===== src/hw/ssci_pkg.sv =====
// ssci_pkg: register map, field positions, reset values, fifo sizes and identity codes for the serial channel block
// assumes: a plain register port with 32-bit data, one system clock
package ssci_pkg;
	localparam int          SSCI_CHANNELS     = 4;
	localparam int          SSCI_ADDR_W       = 12;
	// per-channel register groups, channel n at base + 4*n; SSCI_FW_KIND and SSCI_CAPS are single registers
	localparam logic [11:0] SSCI_LINE_CFG_BASE = 12'h080;
	localparam logic [11:0] SSCI_PIN_STAT_BASE = 12'h090;
	localparam logic [11:0] SSCI_OSC_PROG_BASE = 12'h0A0;
	localparam logic [11:0] SSCI_TX_GAP_BASE   = 12'h0B0;
	localparam logic [11:0] SSCI_RX_BITS_BASE  = 12'h0C0;
	localparam logic [11:0] SSCI_FIFO_LVL_BASE = 12'h0D0;
	localparam logic [11:0] SSCI_FIFO_CAP_BASE = 12'h0E0;
	localparam logic [11:0] SSCI_CTRL_BASE     = 12'h100;
	localparam logic [11:0] SSCI_TX_DATA_BASE  = 12'h110;
	localparam logic [11:0] SSCI_RX_DATA_BASE  = 12'h120;
	localparam logic [11:0] SSCI_FW_KIND       = 12'h0F8;
	localparam logic [11:0] SSCI_CAPS          = 12'h0FC;
	// line configuration fields
	localparam int SSCI_LB_BIT      = 23;
	localparam int SSCI_SEND_CLOCK_IDLE_CONTROL_BIT = 20;
	localparam int SSCI_TXD_IDL_BIT = 19;
	localparam int SSCI_RXD_POL_BIT = 16;
	localparam int SSCI_RXE_LSB     = 14;
	localparam int SSCI_RXC_EDG_BIT = 13;
	localparam int SSCI_SP_LSB      = 11;
	localparam int SSCI_AUX_LSB     = 9;
	localparam int SSCI_TXD_LSB     = 6;
	localparam int SSCI_TXE_LSB     = 4;
	localparam int SSCI_TXC_GATE_BIT = 3;
	localparam int SSCI_TXC_LSB     = 0;
	// control register fields
	localparam int SSCI_CTL_TXEN_BIT = 0;
	localparam int SSCI_CTL_LSBF_BIT = 1;
	localparam int SSCI_CTL_RCLR_BIT = 2;
	localparam int SSCI_CTL_DIV_LSB  = 8;
	localparam int SSCI_CTL_DIV_W    = 8;
	// reset values
	localparam logic [31:0] SSCI_LINE_CFG_RST = 32'h0000_0000;
	localparam logic [31:0] SSCI_TX_GAP_RST   = 32'h0000_0008;
	localparam logic [15:0] SSCI_RX_SIZE_RST  = 16'h0000;
	localparam logic [31:0] SSCI_CTRL_RST     = 32'h0000_0400;
	// fifos, sizes reported as fixed build values
	localparam int          SSCI_FIFO_DEPTH   = 16;
	localparam int          SSCI_FIFO_AW      = 4;
	localparam logic [15:0] SSCI_FIFO_SIZE    = 16'h0010;
	// identity: value is arbitrary
	localparam logic [7:0]  SSCI_FW_KIND_CODE = 8'h5C;
	localparam logic [31:0] SSCI_CAPS_CODE    = 32'h0080_1020;
	localparam logic [31:0] SSCI_UNMAPPED     = 32'h0000_0000;
endpackage : ssci_pkg


===== src/hw/ssci_top.sv =====
// ssci_top: four independent synchronous serial channels with pin configuration,
// word framing, bit counting, pin monitoring and small data fifos.
// assumes: pins sampled synchronous to sys_clk, external clock slow against sys_clk.
//
// Local design decision: the address-and-strobe port.
`timescale 1ns/1ps
`default_nettype none
module ssci_top
	import ssci_pkg::*;
(
	input  wire logic                     sys_clk,
	input  wire logic                     reset_n,
	input  wire logic [SSCI_ADDR_W-1:0]   reg_addr,
	input  wire logic [31:0]              reg_wdata,
	input  wire logic                     reg_wr,
	input  wire logic                     reg_rd,
	output logic      [31:0]              reg_rdata,
	input  wire logic [SSCI_CHANNELS-1:0] ext_clock_in,
	input  wire logic [SSCI_CHANNELS-1:0] receive_clock_line,
	input  wire logic [SSCI_CHANNELS-1:0] receive_data_line,
	input  wire logic [SSCI_CHANNELS-1:0] receive_envelope_line,
	input  wire logic [SSCI_CHANNELS-1:0] auxiliary_clock_in,
	input  wire logic [SSCI_CHANNELS-1:0] spare_line_in,
	output logic      [SSCI_CHANNELS-1:0] send_clock_line,
	output logic      [SSCI_CHANNELS-1:0] send_data_line,
	output logic      [SSCI_CHANNELS-1:0] send_envelope_line,
	output logic      [SSCI_CHANNELS-1:0] auxiliary_clock_out,
	output logic      [SSCI_CHANNELS-1:0] auxiliary_clock_oe,
	output logic      [SSCI_CHANNELS-1:0] spare_line_out,
	output logic      [SSCI_CHANNELS-1:0] spare_line_oe
);
	typedef enum logic [2:0] {
		SSCI_IDLE = 3'b001,
		SSCI_SEND = 3'b010,
		SSCI_GAP  = 3'b100
	} ssci_tx_state_t;

	function automatic logic ssci_hit(input logic [11:0] a, input logic [11:0] base, input int ch);
		ssci_hit = (a == base + 12'(4 * ch));
	endfunction : ssci_hit

	function automatic logic [2:0] ssci_bitpos(input logic lsb_first, input logic [2:0] idx);
		ssci_bitpos = lsb_first ? idx : 3'(7 - idx);
	endfunction : ssci_bitpos

	logic [31:0] rdata_d;
	genvar c;
	for (c = 0; c < SSCI_CHANNELS; c++) begin : g_ch
		logic [31:0]    cfg_q;
		logic [31:0]    gap_q;
		logic [15:0]    rx_size_q;
		logic [31:0]    ctrl_q;
		logic [7:0]     tx_mem [SSCI_FIFO_DEPTH];
		logic [7:0]     rx_mem [SSCI_FIFO_DEPTH];
		logic [SSCI_FIFO_AW:0] tx_wp_q, tx_rp_q, rx_wp_q, rx_rp_q;
		logic [SSCI_FIFO_AW:0] tx_cnt, rx_cnt;
		logic [7:0]     div_q;
		logic           prog_q, prog_half_q;
		logic           aux_q, ext_q;
		ssci_tx_state_t st_q;
		logic [15:0]    bits_left_q;
		logic [15:0]    gap_left_q;
		logic [2:0]     bit_idx_q;
		logic [7:0]     sh_q;
		logic           byte_ok_q;
		logic           txd_q, env_q;
		logic           tx_pop, src_clk, src_prev_q, tick_change, tick_other;
		logic           txc_live;
		logic           rxc_in, rxd_in, rxe_in, rxc_prev_q;
		logic           rx_env, rx_env_prev_q, rx_sample;
		logic [15:0]    rx_cnt_q;
		logic [15:0]    rx_word_bits_q;
		logic [2:0]     rx_idx_q;
		logic [7:0]     rx_sh_q;
		logic           rx_push, rx_close_bits;
		logic [7:0]     rx_byte;
		logic           dbit;

		assign tx_cnt = tx_wp_q - tx_rp_q;
		assign rx_cnt = rx_wp_q - rx_rp_q;

		// register writes; each channel decodes its own copy
		always_ff @(posedge sys_clk or negedge reset_n)
		begin
			if (!reset_n)
			begin
				cfg_q     <= SSCI_LINE_CFG_RST;
				gap_q     <= SSCI_TX_GAP_RST;
				rx_size_q <= SSCI_RX_SIZE_RST;
				ctrl_q    <= SSCI_CTRL_RST;
			end
			else
			begin
				ctrl_q[SSCI_CTL_RCLR_BIT] <= 1'b0;
				if (reg_wr && ssci_hit(reg_addr, SSCI_LINE_CFG_BASE, c))
					cfg_q <= reg_wdata;
				if (reg_wr && ssci_hit(reg_addr, SSCI_TX_GAP_BASE, c))
					gap_q <= reg_wdata;
				if (reg_wr && ssci_hit(reg_addr, SSCI_RX_BITS_BASE, c))
					rx_size_q <= reg_wdata[31:16];
				if (reg_wr && ssci_hit(reg_addr, SSCI_CTRL_BASE, c))
					ctrl_q <= reg_wdata;
			end
		end

		// transmit fifo
		always_ff @(posedge sys_clk or negedge reset_n)
		begin
			if (!reset_n)
			begin
				tx_wp_q <= '0;
				tx_rp_q <= '0;
			end
			else
			begin
				// writes to a full fifo are dropped
				if (reg_wr && ssci_hit(reg_addr, SSCI_TX_DATA_BASE, c) && tx_cnt != SSCI_FIFO_DEPTH)
				begin
					tx_mem[tx_wp_q[SSCI_FIFO_AW-1:0]] <= reg_wdata[7:0];
					tx_wp_q <= tx_wp_q + 1'b1;
				end
				if (tx_pop)
					tx_rp_q <= tx_rp_q + 1'b1;
			end
		end

		// programmable clock: divider toggles an internal level, halved again
		always_ff @(posedge sys_clk or negedge reset_n)
		begin
			if (!reset_n)
			begin
				div_q       <= '0;
				prog_q      <= 1'b0;
				prog_half_q <= 1'b0;
				aux_q       <= 1'b0;
				ext_q       <= 1'b0;
			end
			else
			begin
				ext_q <= ext_clock_in[c];
				aux_q <= prog_half_q;
				if (div_q >= ctrl_q[SSCI_CTL_DIV_LSB +: SSCI_CTL_DIV_W])
				begin
					div_q  <= '0;
					prog_q <= ~prog_q;
					if (prog_q)
						prog_half_q <= ~prog_half_q;
				end
				else
					div_q <= div_q + 8'h01;
			end
		end

		assign src_clk = cfg_q[SSCI_TXC_LSB+1] ? ext_q : prog_half_q;
		always_ff @(posedge sys_clk or negedge reset_n)
		begin
			if (!reset_n)
				src_prev_q <= 1'b0;
			else
				src_prev_q <= src_clk;
		end
		// change edge per low select bit; the opposite edge is where the far side samples
		assign tick_change = cfg_q[SSCI_TXC_LSB] ? (src_prev_q & ~src_clk) : (~src_prev_q & src_clk);
		assign tick_other  = cfg_q[SSCI_TXC_LSB] ? (~src_prev_q & src_clk) : (src_prev_q & ~src_clk);

		// word framer: words of send_word_length bits, interword_idle_count plus one idle clocks between
		assign tx_pop = tick_change && (tx_cnt != '0) && ctrl_q[SSCI_CTL_TXEN_BIT]
			&& ((st_q == SSCI_IDLE && gap_q[15:0] != '0)
			|| (st_q == SSCI_SEND && bit_idx_q == 3'h0 && !byte_ok_q && bits_left_q != '0)
			|| (st_q == SSCI_SEND && bit_idx_q == 3'h7 && bits_left_q > 16'h0001));
		always_ff @(posedge sys_clk or negedge reset_n)
		begin
			if (!reset_n)
			begin
				st_q        <= SSCI_IDLE;
				bits_left_q <= '0;
				gap_left_q  <= '0;
				bit_idx_q   <= '0;
				sh_q        <= '0;
				byte_ok_q   <= 1'b0;
				txd_q       <= 1'b0;
				env_q       <= 1'b0;
			end
			else if (tick_change)
			begin
				case (st_q)
					SSCI_IDLE:
					begin
						env_q <= 1'b0;
						if (tx_pop)
						begin
							// starts as soon as one byte is present
							sh_q        <= tx_mem[tx_rp_q[SSCI_FIFO_AW-1:0]];
							st_q        <= SSCI_SEND;
							env_q       <= 1'b1;
							txd_q       <= tx_mem[tx_rp_q[SSCI_FIFO_AW-1:0]][ssci_bitpos(ctrl_q[SSCI_CTL_LSBF_BIT], 3'h0)];
							bit_idx_q   <= 3'h1;
							bits_left_q <= gap_q[15:0] - 16'h0001;
						end
					end
					SSCI_SEND:
					begin
						if (bits_left_q == '0)
						begin
							env_q      <= 1'b0;
							gap_left_q <= gap_q[31:16];
							st_q       <= (gap_q[31:16] == '0) ? SSCI_IDLE : SSCI_GAP;
						end
						else if (bit_idx_q == 3'h0 && !byte_ok_q)
						begin
							// fifo ran dry mid-word: idle here until the next byte arrives
							env_q <= 1'b0;
						end
						else
						begin
							env_q       <= 1'b1;
							txd_q       <= sh_q[ssci_bitpos(ctrl_q[SSCI_CTL_LSBF_BIT], bit_idx_q)];
							bit_idx_q   <= bit_idx_q + 3'h1;
							bits_left_q <= bits_left_q - 16'h0001;
						end
						if (tx_pop)
						begin
							sh_q      <= tx_mem[tx_rp_q[SSCI_FIFO_AW-1:0]];
							byte_ok_q <= 1'b1;
						end
						else if (bit_idx_q == 3'h7)
							byte_ok_q <= 1'b0;
					end
					SSCI_GAP:
					begin
						env_q <= 1'b0;
						if (gap_left_q <= 16'h0001)
							st_q <= SSCI_IDLE;
						gap_left_q <= gap_left_q - 16'h0001;
					end
					default:
						st_q <= SSCI_IDLE;
				endcase
			end
		end

		// pins
		always_comb
		begin
			txc_live = cfg_q[SSCI_TXC_LSB] ? ~src_clk : src_clk;
			if (cfg_q[SSCI_TXC_LSB+2])
				send_clock_line[c] = cfg_q[SSCI_TXC_LSB];
			else if (!env_q && cfg_q[SSCI_TXC_GATE_BIT])
				send_clock_line[c] = cfg_q[SSCI_SEND_CLOCK_IDLE_CONTROL_BIT];
			else
				send_clock_line[c] = txc_live;
			if (cfg_q[SSCI_TXD_LSB+2])
				send_data_line[c] = cfg_q[SSCI_TXD_LSB];
			else if (!env_q)
				send_data_line[c] = cfg_q[SSCI_TXD_IDL_BIT];
			else
				send_data_line[c] = txd_q ^ cfg_q[SSCI_TXD_LSB];
			if (cfg_q[SSCI_TXE_LSB+1])
				send_envelope_line[c] = cfg_q[SSCI_TXE_LSB];
			else
				send_envelope_line[c] = env_q ^ cfg_q[SSCI_TXE_LSB];
			auxiliary_clock_oe[c]  = cfg_q[SSCI_AUX_LSB +: 2] != 2'b00;
			auxiliary_clock_out[c] = (cfg_q[SSCI_AUX_LSB +: 2] == 2'b01) ? aux_q
				: cfg_q[SSCI_AUX_LSB];
			spare_line_oe[c]  = cfg_q[SSCI_SP_LSB+1];
			spare_line_out[c] = cfg_q[SSCI_SP_LSB] & cfg_q[SSCI_SP_LSB+1];
		end

		// receive side, loopback taken from the internal transmit levels
		assign rxc_in = cfg_q[SSCI_LB_BIT] ? send_clock_line[c] : receive_clock_line[c];
		assign rxd_in = cfg_q[SSCI_LB_BIT] ? send_data_line[c] : receive_data_line[c];
		assign rxe_in = cfg_q[SSCI_LB_BIT] ? send_envelope_line[c] : receive_envelope_line[c];
		// upper select bit set: envelope ignored, every clock carries data
		assign rx_env = cfg_q[SSCI_RXE_LSB+1] ? 1'b1 : (rxe_in ^ cfg_q[SSCI_RXE_LSB]);
		assign rx_sample = (cfg_q[SSCI_RXC_EDG_BIT] ? (~rxc_prev_q & rxc_in)
			: (rxc_prev_q & ~rxc_in)) && rx_env;
		assign dbit = rxd_in ^ cfg_q[SSCI_RXD_POL_BIT];
		assign rx_close_bits = (rx_size_q != '0) && (rx_word_bits_q + 16'h0001 == rx_size_q);
		// a closed byte goes in when eight bits are in, the word closes, or the frame ends
		assign rx_push = (rx_sample && (rx_idx_q == 3'h7 || rx_close_bits))
			|| (rx_env_prev_q && !rx_env && rx_idx_q != 3'h0);
		assign rx_byte = rx_sample ? (ctrl_q[SSCI_CTL_LSBF_BIT] ? (rx_sh_q | (8'(dbit) << rx_idx_q))
			: {rx_sh_q[6:0], dbit}) : rx_sh_q;

		always_ff @(posedge sys_clk or negedge reset_n)
		begin
			if (!reset_n)
			begin
				rxc_prev_q     <= 1'b0;
				rx_env_prev_q  <= 1'b0;
				rx_cnt_q       <= '0;
				rx_word_bits_q <= '0;
				rx_idx_q       <= '0;
				rx_sh_q        <= '0;
				rx_wp_q        <= '0;
				rx_rp_q        <= '0;
			end
			else
			begin
				rxc_prev_q    <= rxc_in;
				rx_env_prev_q <= rx_env;
				if (ctrl_q[SSCI_CTL_RCLR_BIT] || (rx_env && !rx_env_prev_q))
					rx_cnt_q <= '0;
				else if (rx_sample)
					rx_cnt_q <= rx_cnt_q + 16'h0001;
				if (!rx_env)
					rx_word_bits_q <= '0;
				else if (rx_sample)
					rx_word_bits_q <= rx_close_bits ? 16'h0000 : rx_word_bits_q + 16'h0001;
				if (rx_push)
				begin
					rx_idx_q <= '0;
					rx_sh_q  <= '0;
					// overrun drops the byte
					if (rx_cnt != SSCI_FIFO_DEPTH)
					begin
						rx_mem[rx_wp_q[SSCI_FIFO_AW-1:0]] <= rx_byte;
						rx_wp_q <= rx_wp_q + 1'b1;
					end
				end
				else if (rx_sample)
				begin
					rx_sh_q  <= rx_byte;
					rx_idx_q <= rx_idx_q + 3'h1;
				end
				if (reg_rd && ssci_hit(reg_addr, SSCI_RX_DATA_BASE, c) && rx_cnt != '0)
					rx_rp_q <= rx_rp_q + 1'b1;
			end
		end
	end

	// read mux, data in the cycle after the strobe
	always_comb
	begin
		rdata_d = SSCI_UNMAPPED;
		if (reg_addr == SSCI_FW_KIND)
			rdata_d = {4{SSCI_FW_KIND_CODE}};
		if (reg_addr == SSCI_CAPS)
			rdata_d = SSCI_CAPS_CODE;
	end

	logic [31:0] ch_rd [SSCI_CHANNELS];
	for (c = 0; c < SSCI_CHANNELS; c++) begin : g_rd
		always_comb
		begin
			ch_rd[c] = '0;
			if (ssci_hit(reg_addr, SSCI_LINE_CFG_BASE, c))
				ch_rd[c] = g_ch[c].cfg_q;
			if (ssci_hit(reg_addr, SSCI_PIN_STAT_BASE, c))
				ch_rd[c] = {22'h0, spare_line_out[c], spare_line_in[c], auxiliary_clock_out[c],
					send_envelope_line[c], send_data_line[c], send_clock_line[c],
					auxiliary_clock_in[c], receive_envelope_line[c], receive_data_line[c],
					receive_clock_line[c]};
			if (ssci_hit(reg_addr, SSCI_TX_GAP_BASE, c))
				ch_rd[c] = g_ch[c].gap_q;
			if (ssci_hit(reg_addr, SSCI_RX_BITS_BASE, c))
				ch_rd[c] = {g_ch[c].rx_size_q, g_ch[c].rx_cnt_q};
			if (ssci_hit(reg_addr, SSCI_FIFO_LVL_BASE, c))
				ch_rd[c] = {11'h0, g_ch[c].rx_cnt, 11'h0, g_ch[c].tx_cnt};
			if (ssci_hit(reg_addr, SSCI_FIFO_CAP_BASE, c))
				ch_rd[c] = {SSCI_FIFO_SIZE, SSCI_FIFO_SIZE};
			if (ssci_hit(reg_addr, SSCI_CTRL_BASE, c))
				ch_rd[c] = g_ch[c].ctrl_q;
			if (ssci_hit(reg_addr, SSCI_RX_DATA_BASE, c))
				ch_rd[c] = {24'h0, g_ch[c].rx_mem[g_ch[c].rx_rp_q[SSCI_FIFO_AW-1:0]]};
		end
	end

	always_ff @(posedge sys_clk or negedge reset_n)
	begin
		if (!reset_n)
			reg_rdata <= '0;
		else if (reg_rd)
			reg_rdata <= rdata_d | ch_rd[0] | ch_rd[1] | ch_rd[2] | ch_rd[3];
	end
endmodule : ssci_top
`default_nettype wire


===== config.mk =====
export PLATFORM = sky130hd
export DESIGN_NAME = ssci_top
export DESIGN_NICKNAME = d
export VERILOG_FILES = /design/src/hw/ssci_pkg.sv /design/src/hw/ssci_top.sv
export SDC_FILE = /design/constraint.sdc
export NUM_CORES = 2
export LEC_CHECK = 0
export ABC_AREA = 1
export ABC_CLOCK_PERIOD_IN_PS = 2900
export BUFFER_PORTS_ARGS = -buffer_cell sky130_fd_sc_hd__buf_2
export CORE_MARGIN = 2
export CORE_UTILIZATION = 40
export CTS_CLUSTER_SIZE = 24
export DETAILED_ROUTE_END_ITERATION = 7
export PLACE_DENSITY = 0.53
export SYNTH_ARGS = -nofsm -noshare
export SYNTH_HDL_FRONTEND = slang
export SYNTH_SLANG_ARGS = --single-unit

===== constraint.sdc =====
create_clock -name sys_clk -period 2.9 [get_ports sys_clk]
set_clock_uncertainty 0.05 [all_clocks]
set_input_delay 0.87 -clock sys_clk [delete_from_list [all_inputs] [get_ports sys_clk]]
set_output_delay 0.87 -clock sys_clk [all_outputs]
set_load 0.01 [all_outputs]

# Yosys cells after proc, flatten, opt, wreduce, memory -nomap -nowiden
# Memory sizes are Yosys's and may differ from the RTL's.
# Cells that the tools add are included.
# op_classes
addsub	60
magnitude_cmp	20
eq_ne	98
shift	4
muxes	286
n_bitwise	68
n_reduce_logical	244
# ops
op	n
two-way mux 32 bit	33
two-way mux 16 bit	36
equality test 12 x 8 -> 1 bit (second input constant)	26
one-hot mux 16 bit (2 select lines)	8
nonzero test 16 bit	12
subtractor 16 x 1 -> 16 bit (second input constant)	12
two-way mux 8 bit	20
equality test 12 x 9 -> 1 bit (second input constant)	12
two-way mux 3 bit	48
adder 16 x 1 -> 16 bit (second input constant)	8
logical NOT 16 bit	8
bitwise OR 32 bit	4
two-way mux 1 bit	116
logical AND 1 bit	108
adder 5 x 1 -> 5 bit (second input constant)	16
equality test 16 bit	4
> comparator 16 x 1 -> 1 bit (second input constant)	4
<= comparator 16 x 1 -> 1 bit (second input constant)	4
nonzero test 2 bit	24
!= test 5 bit (second input constant)	8
nonzero test 5 bit	8
subtractor 5 bit	8
equality test 3 bit (second input constant)	12
one-hot mux 3 bit (3 select lines)	4
other kinds (29)	237
# word_totals
regBits	988
mem_bits_rw	1024
in_bits	72
output_inout_bits	60
mem_count	8
# mem_list
name	words	word_bits	rd	rd_ports_with_merged_regs	wr	line	source
g_ch[0].rx_mem	16	8	1	0	1	ssci_top.sv:54	logic [7:0] rx_mem [SSCI_FIFO_DEPTH];
g_ch[0].tx_mem	16	8	1	0	1	ssci_top.sv:53	logic [7:0] tx_mem [SSCI_FIFO_DEPTH];
g_ch[1].rx_mem	16	8	1	0	1	ssci_top.sv:54	
g_ch[1].tx_mem	16	8	1	0	1	ssci_top.sv:53	
g_ch[2].rx_mem	16	8	1	0	1	ssci_top.sv:54	
g_ch[2].tx_mem	16	8	1	0	1	ssci_top.sv:53	
+2 memories	-	-	-	-	-	-	

# Depth between registers and ports, before layout
# depth
ltp_word	16
ltp_mapped	18
depth_no_buf	18

# Least setup slack after synthesis
# No wires, ideal clock.
# synth_timing
path_kind	register to register
start	reg g_ch[2].tx_rp_q[1]
end	mem g_ch[2].tx_mem[11][0] (enable)
arrival_ps	2656
required_ps	2467
slack_ps	-189
stages_incl_launch_ff	11
synth_period_minus_slack_ps	3089
cell_sequence	dfrtp_1 > inv_1 > clkbuf_1 > clkbuf_1 > fa_1 > a21o_1 > a21oi_1 > xor2_1 > nand3_1 > nand4_1 > nor3_1
# synth_via
elab_chain_cells	6
# synth_lines
item	line	source
start: declaration	ssci_top.sv:55	logic [SSCI_FIFO_AW:0] tx_wp_q, tx_rp_q, rx_wp_q, rx_rp_q;
start signal: assignment	ssci_top.sv:123	tx_rp_q <= tx_rp_q + 1'b1;
subtractor 5 bit	ssci_top.sv:79	assign tx_cnt = tx_wp_q - tx_rp_q;
!= test 5 bit	ssci_top.sv:117	if (reg_wr && ssci_hit(reg_addr, SSCI_TX_DATA_BASE, c) && tx_cnt != SSCI_FIFO_DEPTH)
logical AND 1 bit	ssci_top.sv:117	
two-way mux 1 bit	ssci_top.sv:117	
logical AND 1 bit (not written as such)	ssci_top.sv:119	tx_mem[tx_wp_q[SSCI_FIFO_AW-1:0]] <= reg_wdata[7:0];
two-way mux 1 bit (not written as such)	ssci_top.sv:119	
end: declaration	ssci_top.sv:53	
# Every way passes these cells.

# Worst setup path in the final report
# layout_timing
start	reg g_ch[0].prog_half_q
end	out send_clock_line[0]
# layout_via
elab_chain_cells	5
# layout_lines
item	line	source
start: declaration	ssci_top.sv:58	logic prog_q, prog_half_q;
start signal: assignment	ssci_top.sv:147	prog_half_q <= ~prog_half_q;
two-way mux 1 bit (*)	ssci_top.sv:154	assign src_clk = cfg_q[SSCI_TXC_LSB+1] ? ext_q : prog_half_q;
inverter 1 bit	ssci_top.sv:245	txc_live = cfg_q[SSCI_TXC_LSB] ? ~src_clk : src_clk;
two-way mux 1 bit (*)	ssci_top.sv:245	
two-way mux 1 bit (*)	ssci_top.sv:248	else if (!env_q && cfg_q[SSCI_TXC_GATE_BIT])
two-way mux 1 bit (*)	ssci_top.sv:246	if (cfg_q[SSCI_TXC_LSB+2])
end: declaration	ssci_top.sv:24	output logic [SSCI_CHANNELS-1:0] send_clock_line,
# Mark *: on every way between the ends. The rest lies on a longest branch, timed or not.

==> flow_summary.toml <==
[logic_synthesis]
synth_seq_cells = 2012
synth-adder-area-share = 0.0224
ys_types = 79
synth.avg_cell_area_um2 = 9.23
synth_compound_area_frac = 0.137
yosysTopAreaCellShare = 0.319
ys_seq_area_frac = 0.575
async_reset_ff_frac = 0.491
synth_xor_xnor_area_share = 0.0201
yosysWarningCount = 0
synth_edf_count = 1024
ys.flop_type = "edfxtp_1"
synth_top_family_by_area = "simple AND/OR/NAND/NOR gates"
syn_nets = 10691
synth.area.top_cells = "edfxtp_1, dfrtp_1, nand2_1"
synth_simple_gate_area_share = 0.186
synth_cells = 10451
synth_mux_area_frac = 0.00134
syn-cell-area_um2 = 96500
synth_top_cell_by_area = "edfxtp_1"

[clocking]
path_clk_slew_ps = 60
htreeDepth = 4
cts_buffer_depth = 3
insertion_delay_ps = 940
root_buffer = "clkbuf_16"
clock_sinks = 2012
cts_buffers = 218
cts_tree = "built"

[setup_path]
cp_num_buf_inv = 3
cp.required_ps = 1980
path_cells = "inv_1 > o211ai_1 > nand3_2 > nand2_2 > o21ai_4 > buf_6 > buf_6"
cp-start-kind = "flip-flop"
cpMostUsedCell = "buf_6"
slowest_stage = "dfrtp_1"
cp_max_fo = 3
setup.worst_path.end_class = "primary output"
criticalPathCategory = "flip-flop to primary output"
max_stage_delay_ps = 350
crit_family = "buffers and inverters"
arrival_ps = 2250

[placed_design]
pre_cts_ws_ps = -710
dp.cells = 14242
dp_hpwl_mm = 249
io_buffers = 131
place.gp.congestion = 0.973
dpl_cell_area_um2 = 108000

[global_route]
grt_pass1_vias = 76570
track_usage = 0.278
grt_max_degree = 124
overflow = 0
grt_pass1_wl_mm = 509
antenna_found_initial = 28

[run_status]
status = "complete, but fails checks"
violations = "setup timing"

[floorplanning]
die_w_um = 495
design.die.area_um2 = 245000
num_rows = 180
start_util = 0.402
fp.dieH_um = 495
coreArea_um2 = 240000
pin_count = 132

[drt]
vias_per_cell = 5.43
initialDrtViolationCount = 7673
drt_pass1_iterations = 6
drc = 0
wl_per_cell_um = 23.4
ant_nets = 0
drt_wl_total_mm = 347
via_count = 80339

[sta]
fin_setup_tns_ps = -5850
setup_viol = 54
worstMarginPinSlew_ps = 1120
setup_ws_ps = -272
rsz0062_at_grt = "yes"
fin_crit_sh = 1.09
maxSlewHeadroom = 0.250
hold_viol_final = 0
hold_slack_ps = 76.6
max_freq_ghz = 0.315
finalMaxSlewViolations = 0
fin_crit_ps = 3170

[worst_hold_path]
hp-class = "input pin to flip-flop"

[run]
cap_violations = 0

[power_and_ir_drop]
powerDensity_nw_per_um2 = 617
ir_worst_vdd_mv = 0.553
total_power_mw = 73.4
p_leak_nw = 49.3

[layout]
area.growth.synth_to_final_pct = 23.4
drive_gt1_frac = 0.179
fin_cells = 14802
final_nets = 11650
final_area_um2 = 119000
fin_util = 0.496
## worst register-to-register path, delay by kind of cell, from the launching register on
kind            cells  cell delay (ps)
flops               1              350
compound gates      4              660
simple gates        7              620
buf+inv            11             1350
## cell type report
| cell class | instances | area [um^2] |
|---|---|---|
| Clock buffer | 279 | 5870 |
| Antenna cell | 10 | 25.0 |
| Clock inverter | 138 | 1760 |
| Fill cell | 22345 | 121000 |
| Tap cell | 3185 | 3990 |
| Multi-Input combinational cell | 6994 | 37000 |
| Sequential cell | 2012 | 55500 |
| Timing Repair Buffer | 1187 | 11100 |
| Inverter | 997 | 3770 |
## power breakdown
group / internal (mW) / switching, mW / total (mW)
Combinational: 3.99 / 7.33 / 11.3
Clock: 16.9 / 12.5 / 29.4
Sequential: 32.0 / 0.742 / 32.7
Total: 52.9 / 20.6 / 73.4
## kinds of logic after synthesis
kind of cell / Yosys count
and+or+nand+nor: 4289
AOI/OAI and AO/OA: 2307
DFF: 2012
buffers and inverters: 1447
xor gates and xnor gates: 216
adders and majority gates: 168
muxes: 12
## timing repair
item,CTS,global route
pin swaps,30,109
setup endpoints to repair,748,1707
hold buffers,4,0
hold endpoints to repair,53,0
gates cloned,2,11
gates resized for setup,143,426
buffers inserted,56,62
## path summary, 6_finish.rpt
check / start / endpoint / slack [ps] / cells after the start
worst max-delay path: g_ch[0].prog_half_q / send_clock_line[0] / -270 / 7
worst min-delay path: ext_clock_in[2] / g_ch[2].ext_q / 80 / 1
worst max register to register: g_ch[0].prog_half_q / g_ch[0].bits_left_q[6] / -260 / 22
worst min register to register: g_ch[3].prog_half_q / g_ch[3].aux_q / 350 / 0
max in group asynchronous: reset_n / g_ch[0].cfg_q[2] / 1040 / 5
min in group asynchronous: reset_n / g_ch[2].rx_word_bits_q[4] / 500 / 3
## routing by layer
layer | GRT usage | vias up | wire, um
met1 | 0.380 | 39506 | 150000
met3 | 0.0381 | 619 | 19900
met5 | 0 | - | 63
met4 | 0.128 | 10 | 18600
li1 | - | 37727 | -
met2 | 0.439 | 2477 | 158000
## registers in the layout (all words and copies together), names as in the netlist, 64 cells and up
| signal | flops |
|---|---|
| g_ch.rx_cnt_q | 64 |
| g_ch.gap_left_q | 64 |
| g_ch.rx_mem | 512 |
| g_ch.gap_q | 128 |
| g_ch.ctrl_q | 128 |
| g_ch.rx_size_q | 64 |
| g_ch.tx_mem | 512 |
| g_ch.cfg_q | 128 |
| g_ch.bits_left_q | 64 |
| g_ch.rx_word_bits_q | 64 |
## Yosys cell counts, drive strengths merged, types with 4 or more instances
cell,number
a21boi,7
nand3,531
nor3,119
and3,4
clkinv,16
buf,65
a31oi,37
o311ai,5
o2111ai,16
xnor2,55
o31ai,29
inv,981
nor4,61
dfstp,12
a22o,12
a211oi,13
clkbuf,385
o221ai,95
o21a,13
o22ai,274
ha,160
dfrtp,976
o32ai,4
nor2,1221
o211ai,58
a32o,6
a21oi,245
a221oi,44
a41oi,14
nand2,2173
a31o,6
nand4,129
edfxtp,1024
o21bai,14
a22oi,16
mux2i,5
or2,16
a2bb2oi,4
o21ai,1380
mux2,7
xor2,158
fa,8
nor3b,19
a21o,8
nand3b,12
## layout by cell type (no fill, tap or decap), types with 154 or more instances in the layout
cell type and count:
nor2_1 1076, o21ai_0 1301, nand2_1 2050, inv_1 925, ha_1 154, buf_4 814
o22ai_1 271, dfrtp_1 952, nand3_1 500, buf_12 154, a21oi_1 230, edfxtp_1 1024
clkbuf_16 226
Power figures use the tool's default switching activity.
